==> config.mk <==
export PLATFORM = sky130hd
export DESIGN_NAME = high_side_switch_control
export DESIGN_NICKNAME = d
export VERILOG_FILES = /design/src/rtl/hss_pkg.sv /design/src/rtl/hss_sync.sv /design/src/rtl/high_side_switch_control.sv
export VERILOG_INCLUDE_DIRS = /design/src /design/src/rtl
export SDC_FILE = /design/constraint.sdc
export NUM_CORES = 1
export LEC_CHECK = 0
export CORE_UTILIZATION = 50
export CTS_CLUSTER_SIZE = 16
export DETAILED_ROUTE_END_ITERATION = 8
export DONT_BUFFER_PORTS = 1
export SYNTH_ARGS = -nofsm -noshare
export SYNTH_HDL_FRONTEND = slang
export SYNTH_HIERARCHICAL = 1
export SYNTH_SLANG_ARGS = --single-unit
==> constraint.sdc <==
create_clock -name clk -period 5 [get_ports clk]
set_input_delay 0.5 -clock clk [delete_from_list [all_inputs] [get_ports clk]]
set_output_delay 0.5 -clock clk [all_outputs]
set_load 0.03 [all_outputs]
==> src/rtl/hss_consts.svh <==
`ifndef HSS_CONSTS_SVH
`define HSS_CONSTS_SVH

// Clock period in picoseconds (40 MHz).
`define CLK_PERIOD_PS       25000
// Blanking after enable, nominal, in microseconds.
`define BLANK_TIME_US       25
`define BLANK_CYCLES        ((`BLANK_TIME_US * 1000000) / `CLK_PERIOD_PS)
// Over-current trip time, nominal, in microseconds.
`define OC_TRIP_TIME_US     10
`define OC_TRIP_CYCLES      ((`OC_TRIP_TIME_US * 1000000) / `CLK_PERIOD_PS)
// Fault clear time, nominal, in microseconds.
`define FAULT_CLEAR_TIME_US 200
`define FAULT_CLEAR_CYCLES  ((`FAULT_CLEAR_TIME_US * 1000000) / `CLK_PERIOD_PS)
// Width shared by every timer.
`define TIMER_W             16
// Sense output codes.
`define SENSE_ZERO          2'h0
`define SENSE_LIVE          2'h1
`define SENSE_FULL          2'h2

`endif

==> src/rtl/hss_pkg.sv <==
package hss_pkg;

	// Host command inputs.
	typedef struct packed {
		logic enable;
		logic high_cmd;
		logic low_cmd;
		logic xcond_cfg;
	} host_cmd_t;

	// Comparator flags from the analog front end.
	typedef struct packed {
		logic supply_low;
		logic high_overtemp;
		logic low_overtemp;
		logic overcurrent;
		logic drain_overload;
		logic high_gate_below_thr;
	} sense_flags_t;

	// Analog output selection codes.
	typedef logic [1:0] sense_code_t;

	typedef enum logic [1:0] {
		MODE_SLEEP,
		MODE_BLANK,
		MODE_NORMAL
	} mode_t;

endpackage

==> src/rtl/hss_sync.sv <==
`timescale 1ns/1ps
`include "hss_consts.svh"

// Three-stage synchroniser; output changes when stages two and three agree.
module hss_sync #(
	parameter int W = 1
) (
	// Clock and reset
	input  wire logic         clk,
	input  wire logic         rst,
	// Data
	input  wire logic [W-1:0] d,
	output logic      [W-1:0] q
);

	logic [W-1:0] s1_reg;
	logic [W-1:0] s2_reg;
	logic [W-1:0] s3_reg;
	logic [W-1:0] q_next;

	// Only bits where the two late stages agree update the output.
	assign q_next = (q & ~(s2_reg ^ s3_reg)) ^ (q & (s2_reg ^ s3_reg)) ^ ((s2_reg ^ q) & ~(s2_reg ^ s3_reg));

	// The first stage is read by the second stage alone.
	always_ff @(posedge clk) begin
		if (rst) begin
			s1_reg <= '0;
			s2_reg <= '0;
			s3_reg <= '0;
			q      <= '0;
		end else begin
			s1_reg <= d;
			s2_reg <= s1_reg;
			s3_reg <= s2_reg;
			q      <= q_next;
		end
	end

endmodule

==> src/rtl/high_side_switch_control.sv <==
`timescale 1ns/1ps
`include "hss_consts.svh"

// Summary of operation
// - Enable alone selects sleep (low) or normal (high) mode.
// - Sleep: outputs off, commands ignored, fault output held high.
// - After enable rises, commands are ignored for a blanking interval.
// - Blanking interval is 25 us nominal, within 10 to 50 us.
// - Configuration low: high and low side follow their commands independently.
// - Configuration high: never both on; high command wins.
// - Low gate rises after high command falls only once high gate is below threshold.
// - Under-voltage forces high output off until supply recovers.
// - Under-voltage clears every latched fault.
// - Fault output low throughout under-voltage, released at once, never latched.
// - Over-temperature is evaluated whenever enable is high, regardless of output state.
// - High side over-temperature turns output off, resumes when it clears.
// - Low side over-temperature turns both off until it clears, then resumes.
// - Fault release after low side over-temperature is delayed by blanking interval.
// - Any over-temperature forces temperature feedback to zero.
// - Over-current latches output off and sense output to zero.
// - Output switches off within over-current trip time of the trip.
// - Over-current trip time is 10 us nominal, within 1 to 20 us.
// - High command low for fault clear time clears over-current; sense full while low.
// - Fault clear time is 200 us nominal, within 100 to 400 us.
// - Low side overload detection is armed only while low command is high.
// - Drain overload latches low gate off and turns overload source off.
// - Low command low for fault clear time clears overload and re-enables drive.
// - Sleep turns off the bootstrap supply.
// - Fault output low on over-temperature, over-current, overload; latter two latched.
module high_side_switch_control
	import hss_pkg::*;
(
	// Clock and reset
	input  wire logic          clk,
	input  wire logic          rst,
	// Host command pins
	input  host_cmd_t          cmd_in,
	// Analog comparator flags
	input  sense_flags_t       flags_in,
	// Power stage controls
	output logic               high_out_on,
	output logic               low_gate_drive,
	output logic               overload_level_pin,
	output logic               bootstrap_cap,
	// Host reporting
	output logic               fault_n,
	output logic               temp_zero,
	output sense_code_t        current_sense_out
);

	// Synchronised copies of the pins and flags.
	host_cmd_t    cmd;
	sense_flags_t flg;
	// Operating mode, its blanking timer, then the fault timers and latches.
	mode_t        mode_reg;
	mode_t        mode_next;
	logic [`TIMER_W-1:0] blank_cnt_reg;
	logic [`TIMER_W-1:0] blank_cnt_next;
	logic [`TIMER_W-1:0] hs_low_cnt_reg;
	logic [`TIMER_W-1:0] ls_low_cnt_reg;
	logic [`TIMER_W-1:0] oc_cnt_reg;
	logic [`TIMER_W-1:0] lot_cnt_reg;
	logic                oc_latch_reg;
	logic                ol_latch_reg;
	logic                lot_hold_reg;
	logic                lot_seen_reg;

	// Decoded conditions shared by the processes below.
	logic                out_idle;
	logic                blank_done;
	logic                hs_clear_met;
	logic                ls_clear_met;
	logic                oc_trip;
	logic                lot_done;
	logic                active;
	logic                any_overtemp;
	logic                oc_set;
	logic                ol_set;
	logic                hs_req;
	logic                ls_req;
	logic                hs_block;
	logic                high_drive;
	logic                ls_allowed;
	logic                low_drive;
	logic                fault_any;
	sense_code_t         cs_code;

	// Next values of the registered outputs.
	logic                high_out_next;
	logic                low_gate_next;
	logic                overload_src_next;
	logic                boot_supply_next;
	logic                fault_n_next;
	logic                temp_zero_next;
	sense_code_t         sense_next;

	// Synchronise command pins and comparator flags.
	hss_sync #(.W(4)) u_cmd_sync (
		.clk (clk),
		.rst (rst),
		.d   (cmd_in),
		.q   (cmd)
	);

	hss_sync #(.W(6)) u_flag_sync (
		.clk (clk),
		.rst (rst),
		.d   (flags_in),
		.q   (flg)
	);

	// Saturating increment used by every timer.
	// Saturation keeps a long low command from wrapping the count back below its limit.
	function automatic logic [`TIMER_W-1:0] sat_inc(input logic [`TIMER_W-1:0] v);
		sat_inc = (&v) ? v : v + `TIMER_W'(1);
	endfunction

	// True once a timer has counted up to its limit; shared by every timer compare.
	// A greater-or-equal compare still holds if a count ever passes its limit.
	function automatic logic reached(input logic [`TIMER_W-1:0] cnt, input logic [`TIMER_W-1:0] lim);
		reached = (cnt >= lim);
	endfunction

	// Timer end points; each compare but the trip is against a named count from the constants header.
	assign blank_done   = reached(blank_cnt_reg, `TIMER_W'(`BLANK_CYCLES));
	assign hs_clear_met = reached(hs_low_cnt_reg, `TIMER_W'(`FAULT_CLEAR_CYCLES));
	assign ls_clear_met = reached(ls_low_cnt_reg, `TIMER_W'(`FAULT_CLEAR_CYCLES));
	// The trip compares one short of the count because the latch adds a cycle of its own.
	assign oc_trip      = reached(oc_cnt_reg, `TIMER_W'(`OC_TRIP_CYCLES - 1));
	assign lot_done     = reached(lot_cnt_reg, `TIMER_W'(`BLANK_CYCLES));

	// Mode and temperature decodes.
	assign active       = (mode_reg == MODE_NORMAL);
	assign any_overtemp = flg.high_overtemp | flg.low_overtemp;

	// Mode selection from enable only; blanking counts after enable rises.
	always_comb begin
		mode_next      = mode_reg;
		blank_cnt_next = blank_cnt_reg;
		case (mode_reg)
			MODE_SLEEP: begin
				blank_cnt_next = '0;
				if (cmd.enable) begin
					mode_next = MODE_BLANK;
				end
			end
			MODE_BLANK: begin
				// Counting starts on the cycle after the synchronised enable rises.
				blank_cnt_next = sat_inc(blank_cnt_reg);
				if (!cmd.enable) begin
					mode_next = MODE_SLEEP;
				end else if (blank_done) begin
					mode_next = MODE_NORMAL;
				end
			end
			MODE_NORMAL: begin
				if (!cmd.enable) begin
					mode_next = MODE_SLEEP;
				end
			end
			default: begin
				mode_next = MODE_SLEEP;
			end
		endcase
	end

	// Mode register; reset lands in sleep so every output starts idle.
	always_ff @(posedge clk) begin
		if (rst) begin
			mode_reg      <= MODE_SLEEP;
			blank_cnt_reg <= '0;
		end else begin
			mode_reg      <= mode_next;
			blank_cnt_reg <= blank_cnt_next;
		end
	end

	// Low-time counters for the fault clear; a rising command restarts them.
	// A short high pulse restarts the count, so a running PWM input never clears a latch.
	always_ff @(posedge clk) begin
		if (rst || !active || cmd.high_cmd) begin
			hs_low_cnt_reg <= '0;
		end else begin
			hs_low_cnt_reg <= sat_inc(hs_low_cnt_reg);
		end
	end

	// The low side count mirrors the high side one; each clear needs its own unbroken low time.
	always_ff @(posedge clk) begin
		if (rst || !active || cmd.low_cmd) begin
			ls_low_cnt_reg <= '0;
		end else begin
			ls_low_cnt_reg <= sat_inc(ls_low_cnt_reg);
		end
	end

	// Over-current is filtered so the trip always lands inside the trip time.
	// The count restarts whenever the switch is off, so only a continuous over-current trips it.
	always_ff @(posedge clk) begin
		if (rst || !flg.overcurrent || !high_drive) begin
			oc_cnt_reg <= '0;
		end else begin
			oc_cnt_reg <= sat_inc(oc_cnt_reg);
		end
	end

	// Latched faults; under-voltage and sleep clear them, a new trip wins over the timed clear.
	// Each set term needs live conditions; each clear term needs a full low time.
	assign oc_set = active && flg.overcurrent && high_drive && oc_trip;
	assign ol_set = active && cmd.low_cmd && flg.drain_overload;

	// Over-current latch: held until the high command has been low for the clear time.
	always_ff @(posedge clk) begin
		if (rst || flg.supply_low || !cmd.enable) begin
			oc_latch_reg <= 1'b0;
		end else begin
			oc_latch_reg <= oc_set | (oc_latch_reg & ~hs_clear_met);
		end
	end

	// Overload latch: the set term is ORed in so a trip in the clearing cycle still latches.
	always_ff @(posedge clk) begin
		if (rst || flg.supply_low || !cmd.enable) begin
			ol_latch_reg <= 1'b0;
		end else begin
			ol_latch_reg <= ol_set | (ol_latch_reg & ~ls_clear_met);
		end
	end

	// Fault report stays low for a blanking interval after low side over-temperature clears.
	// A fresh over-temperature restarts the hold, so back-to-back events stretch the report.
	// The hold gives the bootstrap capacitor time to recharge before the host drives again.
	always_ff @(posedge clk) begin
		if (rst || !cmd.enable) begin
			lot_seen_reg <= 1'b0;
			lot_hold_reg <= 1'b0;
			lot_cnt_reg  <= '0;
		end else if (flg.low_overtemp) begin
			lot_seen_reg <= 1'b1;
			lot_hold_reg <= 1'b1;
			lot_cnt_reg  <= '0;
		end else if (lot_seen_reg) begin
			lot_cnt_reg  <= sat_inc(lot_cnt_reg);
			if (lot_done) begin
				lot_seen_reg <= 1'b0;
				lot_hold_reg <= 1'b0;
			end
		end
	end

	// Command steering for both configurations.
	assign hs_req     = active && cmd.high_cmd;
	assign ls_req     = active && cmd.low_cmd;
	// Every condition that forces the high side off, latched or live.
	assign hs_block   = flg.supply_low | flg.high_overtemp | flg.low_overtemp | oc_latch_reg;
	assign high_drive = hs_req && !hs_block;
	// In cross-conduction mode the low gate waits on the high gate threshold comparator.
	// The registered switch state is checked too, so a slow comparator cannot overlap the sides.
	assign ls_allowed = cmd.xcond_cfg ? (!cmd.high_cmd && flg.high_gate_below_thr && !high_out_on)
	                                  : 1'b1;
	assign low_drive  = ls_req && ls_allowed && !flg.low_overtemp && !ol_latch_reg && !ol_set;
	// Under-voltage reports live; the latched faults and the over-temperature hold add to it.
	assign fault_any  = flg.supply_low | any_overtemp | lot_hold_reg | oc_latch_reg | ol_latch_reg;

	// Sense output: zero on latched over-current, full while high command is low.
	assign cs_code    = oc_latch_reg ? (cmd.high_cmd ? `SENSE_ZERO : `SENSE_FULL) : `SENSE_LIVE;

	// Next values of the outputs; sleep and reset are handled by the registers below.
	assign out_idle          = rst | ~cmd.enable;
	assign high_out_next     = high_drive;
	assign low_gate_next     = low_drive;
	assign overload_src_next = !ol_latch_reg && !ol_set;
	// The bootstrap supply runs in every enabled mode so the capacitor charges during blanking.
	assign boot_supply_next  = 1'b1;
	assign fault_n_next      = !fault_any;
	assign temp_zero_next    = any_overtemp;
	assign sense_next        = cs_code;

	// High side switch; the only path to on is through the steering above.
	// Sleep forces it off even while a command is still high.
	always_ff @(posedge clk) begin
		if (out_idle) begin
			high_out_on <= 1'b0;
		end else begin
			high_out_on <= high_out_next;
		end
	end

	// Low side gate drive.
	always_ff @(posedge clk) begin
		if (out_idle) begin
			low_gate_drive <= 1'b0;
		end else begin
			low_gate_drive <= low_gate_next;
		end
	end

	// Overload level current source.
	always_ff @(posedge clk) begin
		if (out_idle) begin
			overload_level_pin <= 1'b0;
		end else begin
			overload_level_pin <= overload_src_next;
		end
	end

	// Bootstrap supply; off in sleep to save current.
	always_ff @(posedge clk) begin
		if (out_idle) begin
			bootstrap_cap <= 1'b0;
		end else begin
			bootstrap_cap <= boot_supply_next;
		end
	end

	// Fault report, active low.
	// Sleep releases it, since the latches are cleared there as well.
	always_ff @(posedge clk) begin
		if (out_idle) begin
			fault_n <= 1'b1;
		end else begin
			fault_n <= fault_n_next;
		end
	end

	// Temperature feedback forcing.
	always_ff @(posedge clk) begin
		if (out_idle) begin
			temp_zero <= 1'b0;
		end else begin
			temp_zero <= temp_zero_next;
		end
	end

	// Current sense selection.
	// Idle shows the live reading, which reads near zero with the switch off.
	always_ff @(posedge clk) begin
		if (out_idle) begin
			current_sense_out <= `SENSE_LIVE;
		end else begin
			current_sense_out <= sense_next;
		end
	end

endmodule

==> impl_summary.md <==
Power
The post-route total power is 2.36 mW. IR analysis of the VDD net gives a maximum drop of 0.253 mV. In this run the static leakage power is about 2.1 nW. In this run the power density over the cells is 357 nW/µm².

Timing
The ratio of final minimum period to clock period is 0.485. Setup repair after global routing left no endpoint under its margin. The worst clock skew on the final layout is 8.99 ps. The shortest period the worst path allows is ~2400 ps. The hold violation total from the final report is 0. Timing would allow up to 0.412 GHz.

The worst max-slew margin expressed relative to the limit is 0.175. The count of final max-slew check failures is 0. The final-report setup violation count is 0. At the pin with the least slew margin, the transition time is approximately 1200 ps. The hold slack is roughly 140 ps.

For the final routed database, the setup TNS stands at 0 ps.

Setup path
The count of cells along the worst register-to-register path is 4. At the worst endpoint, the required time is 5350 ps. The worst-case register-to-register setup slack is 2570 ps. The timing endpoint of the critical path is oc_cnt_reg[9]$_SDFFE_PP0N_. The first element of the critical path is mode_reg[1]$_SDFFE_PP0P_. The data arrival time of the critical path is ~2800 ps. In this run the critical register-to-register path is captured at oc_cnt_reg[9]$_SDFFE_PP0N_. The sort of element at the start of the critical path is a register. The worst setup path is of the register to register kind. The startpoint identified for the worst register-to-register timing path is mode_reg[1]$_SDFFE_PP0P_. The type of element capturing the critical path is a register. Of all nets on the critical path, the largest fanout is 14.

Logic synthesis
The most used flip-flop cell after synthesis is dfxtp_1. Yosys printed 6 warnings. When the netlist entered floorplanning its net count stood at 700. Of all flip-flops after synthesis, the portion carrying an async set or reset was 0. After synthesis the netlist holds a flip-flop and latch count of around 130. The synthesized netlist contains just under 60 unique library cells.

The average instance in the mapped netlist occupies between 8 and 9 µm². The synthesized instance count is just under 700. The mapped netlist covers roughly 5900 µm². The number of enable flip-flop cells after synthesis is 0. The post-synthesis sequential area ratio is 0.451.

Finish
Leaving out fill and tap cells, the most frequent cell in the layout is dfxtp_1. The number of nets in the finished design is ~700. The top cell types in the final layout, fill and taps aside, are 134 x dfxtp_1, 58 x a21oi_1, 57 x nand2_1, 39 x o21ai_0, 38 x nand3_1. The count of cells in the finished layout, fillers not included, comes to around 830.

Compared with the post-synthesis result, the final layout area differs by 11.2%. The number of antenna diodes in the final layout is 0. Of the cells placed in the final design, the portion with a size suffix greater than 1 is 0.0875.

Clocking
The number of H-tree levels is 4. The TritonCTS clock tree is yes. The number of hold buffers added after cts is 0. In this run the clock root is driven by a clkbuf_16.

The number of setup buffers added after CTS is 0. The sink count of the clock tree is around 130. TritonCTS created 17 clock buffers. The clock passes through at most 2 buffers. The clock-pin transition on the worst setup and hold timing paths is roughly 60 ps. The latest clock arrival within the worst-skew pair is roughly 420 ps. Post-CTS repair changed the size of 0 cells.

Global routing
The via count of the first global-routing pass came to about 4500. The number of antenna violations at the first check in global routing is 0. The total overflow left after global routing is 0. The wire length of the first global-routing pass is between 20000 and 25000 µm. Entering global routing, the biggest net connects 47 pins. Across every metal layer, demand over resource in global routing totals 0.207.

Route
The first routing iteration left between 300 and 400 violations. The detailed-route vias per instance is 5.93. The final layout contains routed wiring with a total length of around 12000 µm. The routed length per placed instance is around 14 µm.

The number of nets with antenna violations after routing is 0. Across all layers, the routed design uses 4917 vias. The number of iterations in the first detailed-routing pass is 7. The remaining routing DRC violations is 4.

Placement
The final RePlAce weighted congestion is about 0.84. In this run, placement finished with an instance count of about 800. Once detailed placement completed, the half-perimeter wirelength came to about 8100 µm. The number of buffer cells added on primary ports is 0.

Die
The floorplan has 39 rows. The die is approximately 110 µm wide. The total area inside the core boundary comes to approximately 12000 µm². The floorplan step set the die height to approximately 110 µm. The count of pins on the block boundary is 20. For this configuration, the core starts out at a cell density of 0.517. The die covers roughly 12000 µm².

Worst hold path
The kind of path behind the tightest hold check is input port to register.

Status
The final reports fail on design-rule violations. The flow ran to the end, but the final reports show violations.

Job
The count of maximum capacitance violations is 0.
==> per-stage QoR <==
| stage | utilization | instance area, µm² | setup slack (ps) |
|---|---|---|---|
| 2_1_floorplan | - | 5950 | 3110 |
| 3_3_place_gp | 0.522 | 6010 | 2690 |
| 3_5_place_dp | 0.522 | 6010 | 2560 |
| 4_1_cts | 0.575 | 6620 | 2520 |
| 5_1_grt | 0.575 | 6620 | 2220 |
| 6_report | 0.575 | 6620 | 2570 |
==> kinds of logic (layout without fill, tap and decap cells) <==
family / after synthesis / after routing / synth area share
flops: 134 / 134 / 0.451
mux: 9 / 9 / 0.0154
compound gates: 165 / 165 / 0.173
xor+xnor: 5 / 5 / 0.00736
buf+inv: 49 / 56 / 0.0357
simple gates: 308 / 308 / 0.299
fa+ha+maj: 9 / 9 / 0.0189
==> cell type report <==
cell class,count,area (µm²)
Fill cell,1034,4900
Clock inverter,13,174
Timing Repair Buffer,1,7.51
Tap cell,143,179
Inverter,23,86.3
Clock buffer,19,433
Sequential cell,134,2680
Multi-Input combinational cell,496,3050
==> Yosys cell counts, types with 3 or more instances <==
cell type	count	area (µm²)
dfxtp_1	134	2680
a21oi_1	58	290
nand2_1	57	214
o21ai_0	39	195
nand3_1	38	190
nor2_1	32	120
nor3_1	27	135
inv_1	23	86.3
nand4_1	20	125
clkbuf_1	17	63.8
or4_1	17	128
nor2b_1	16	100
nor4_1	16	100
o31ai_1	16	120
or3_1	16	100
a31oi_1	14	87.6
nand2b_1	11	68.8
nor2b_2	11	96.3
and4_1	10	87.6
ha_1	9	113
and3_1	8	50.1
mux2i_1	8	80.1
a211oi_1	6	45.0
and2b_2	6	52.6
nor4b_1	6	52.6
buf_2	5	25.0
and2b_1	4	30.0
o21a_1	4	30.0
xnor2_1	4	35.0
a2111o_1	3	33.8
a2111oi_0	3	26.3
and2_1	3	18.8
buf_6	3	33.8
o211ai_1	3	22.5
==> where the power goes <==
part	internal [mW]	total, mW	leakage (nW)	switching, mW
registers	1.08	1.08	1.08	0.00396
logic	0.00789	0.0105	0.714	0.00258
clock network	0.791	1.27	0.290	0.481
==> worst min path at each step <==
stage / start / end / cells after the start
3_5_place_dp: u_flag_sync/s1_reg[2]$_SDFF_PP0_ / u_flag_sync/s2_reg[2]$_SDFF_PP0_ / 1
5_1_grt: rst / u_flag_sync/s1_reg[3]$_SDFF_PP0_ / 1
2_1_floorplan: oc_latch_reg$_SDFF_PP0_ / current_sense_out[0]$_SDFF_PP1_ / 1
3_3_place_gp: u_cmd_sync/s1_reg[0]$_SDFF_PP0_ / u_cmd_sync/s2_reg[0]$_SDFF_PP0_ / 1
6_report: rst / u_cmd_sync/s1_reg[2]$_SDFF_PP0_ / 1
4_1_cts: rst / u_cmd_sync/s1_reg[2]$_SDFF_PP0_ / 1
==> routing by layer <==
layer / vias to the layer above / wire length [µm] / GRT usage
met5: - / 0 / 0
met4: 0 / 129 / 0.0775
met3: 10 / 444 / 0.0640
met2: 78 / 5220 / 0.309
met1: 2294 / 6100 / 0.279
li1: 2535 / - / -
==> critical path: stages, from the launching register on <==
cell      delay (ps)
dfxtp_1          550
or3b_2           580
nor3_1           940
nand2b_1         120
mux2i_1          160
Note: power is estimated with default switching activity, not from simulation.
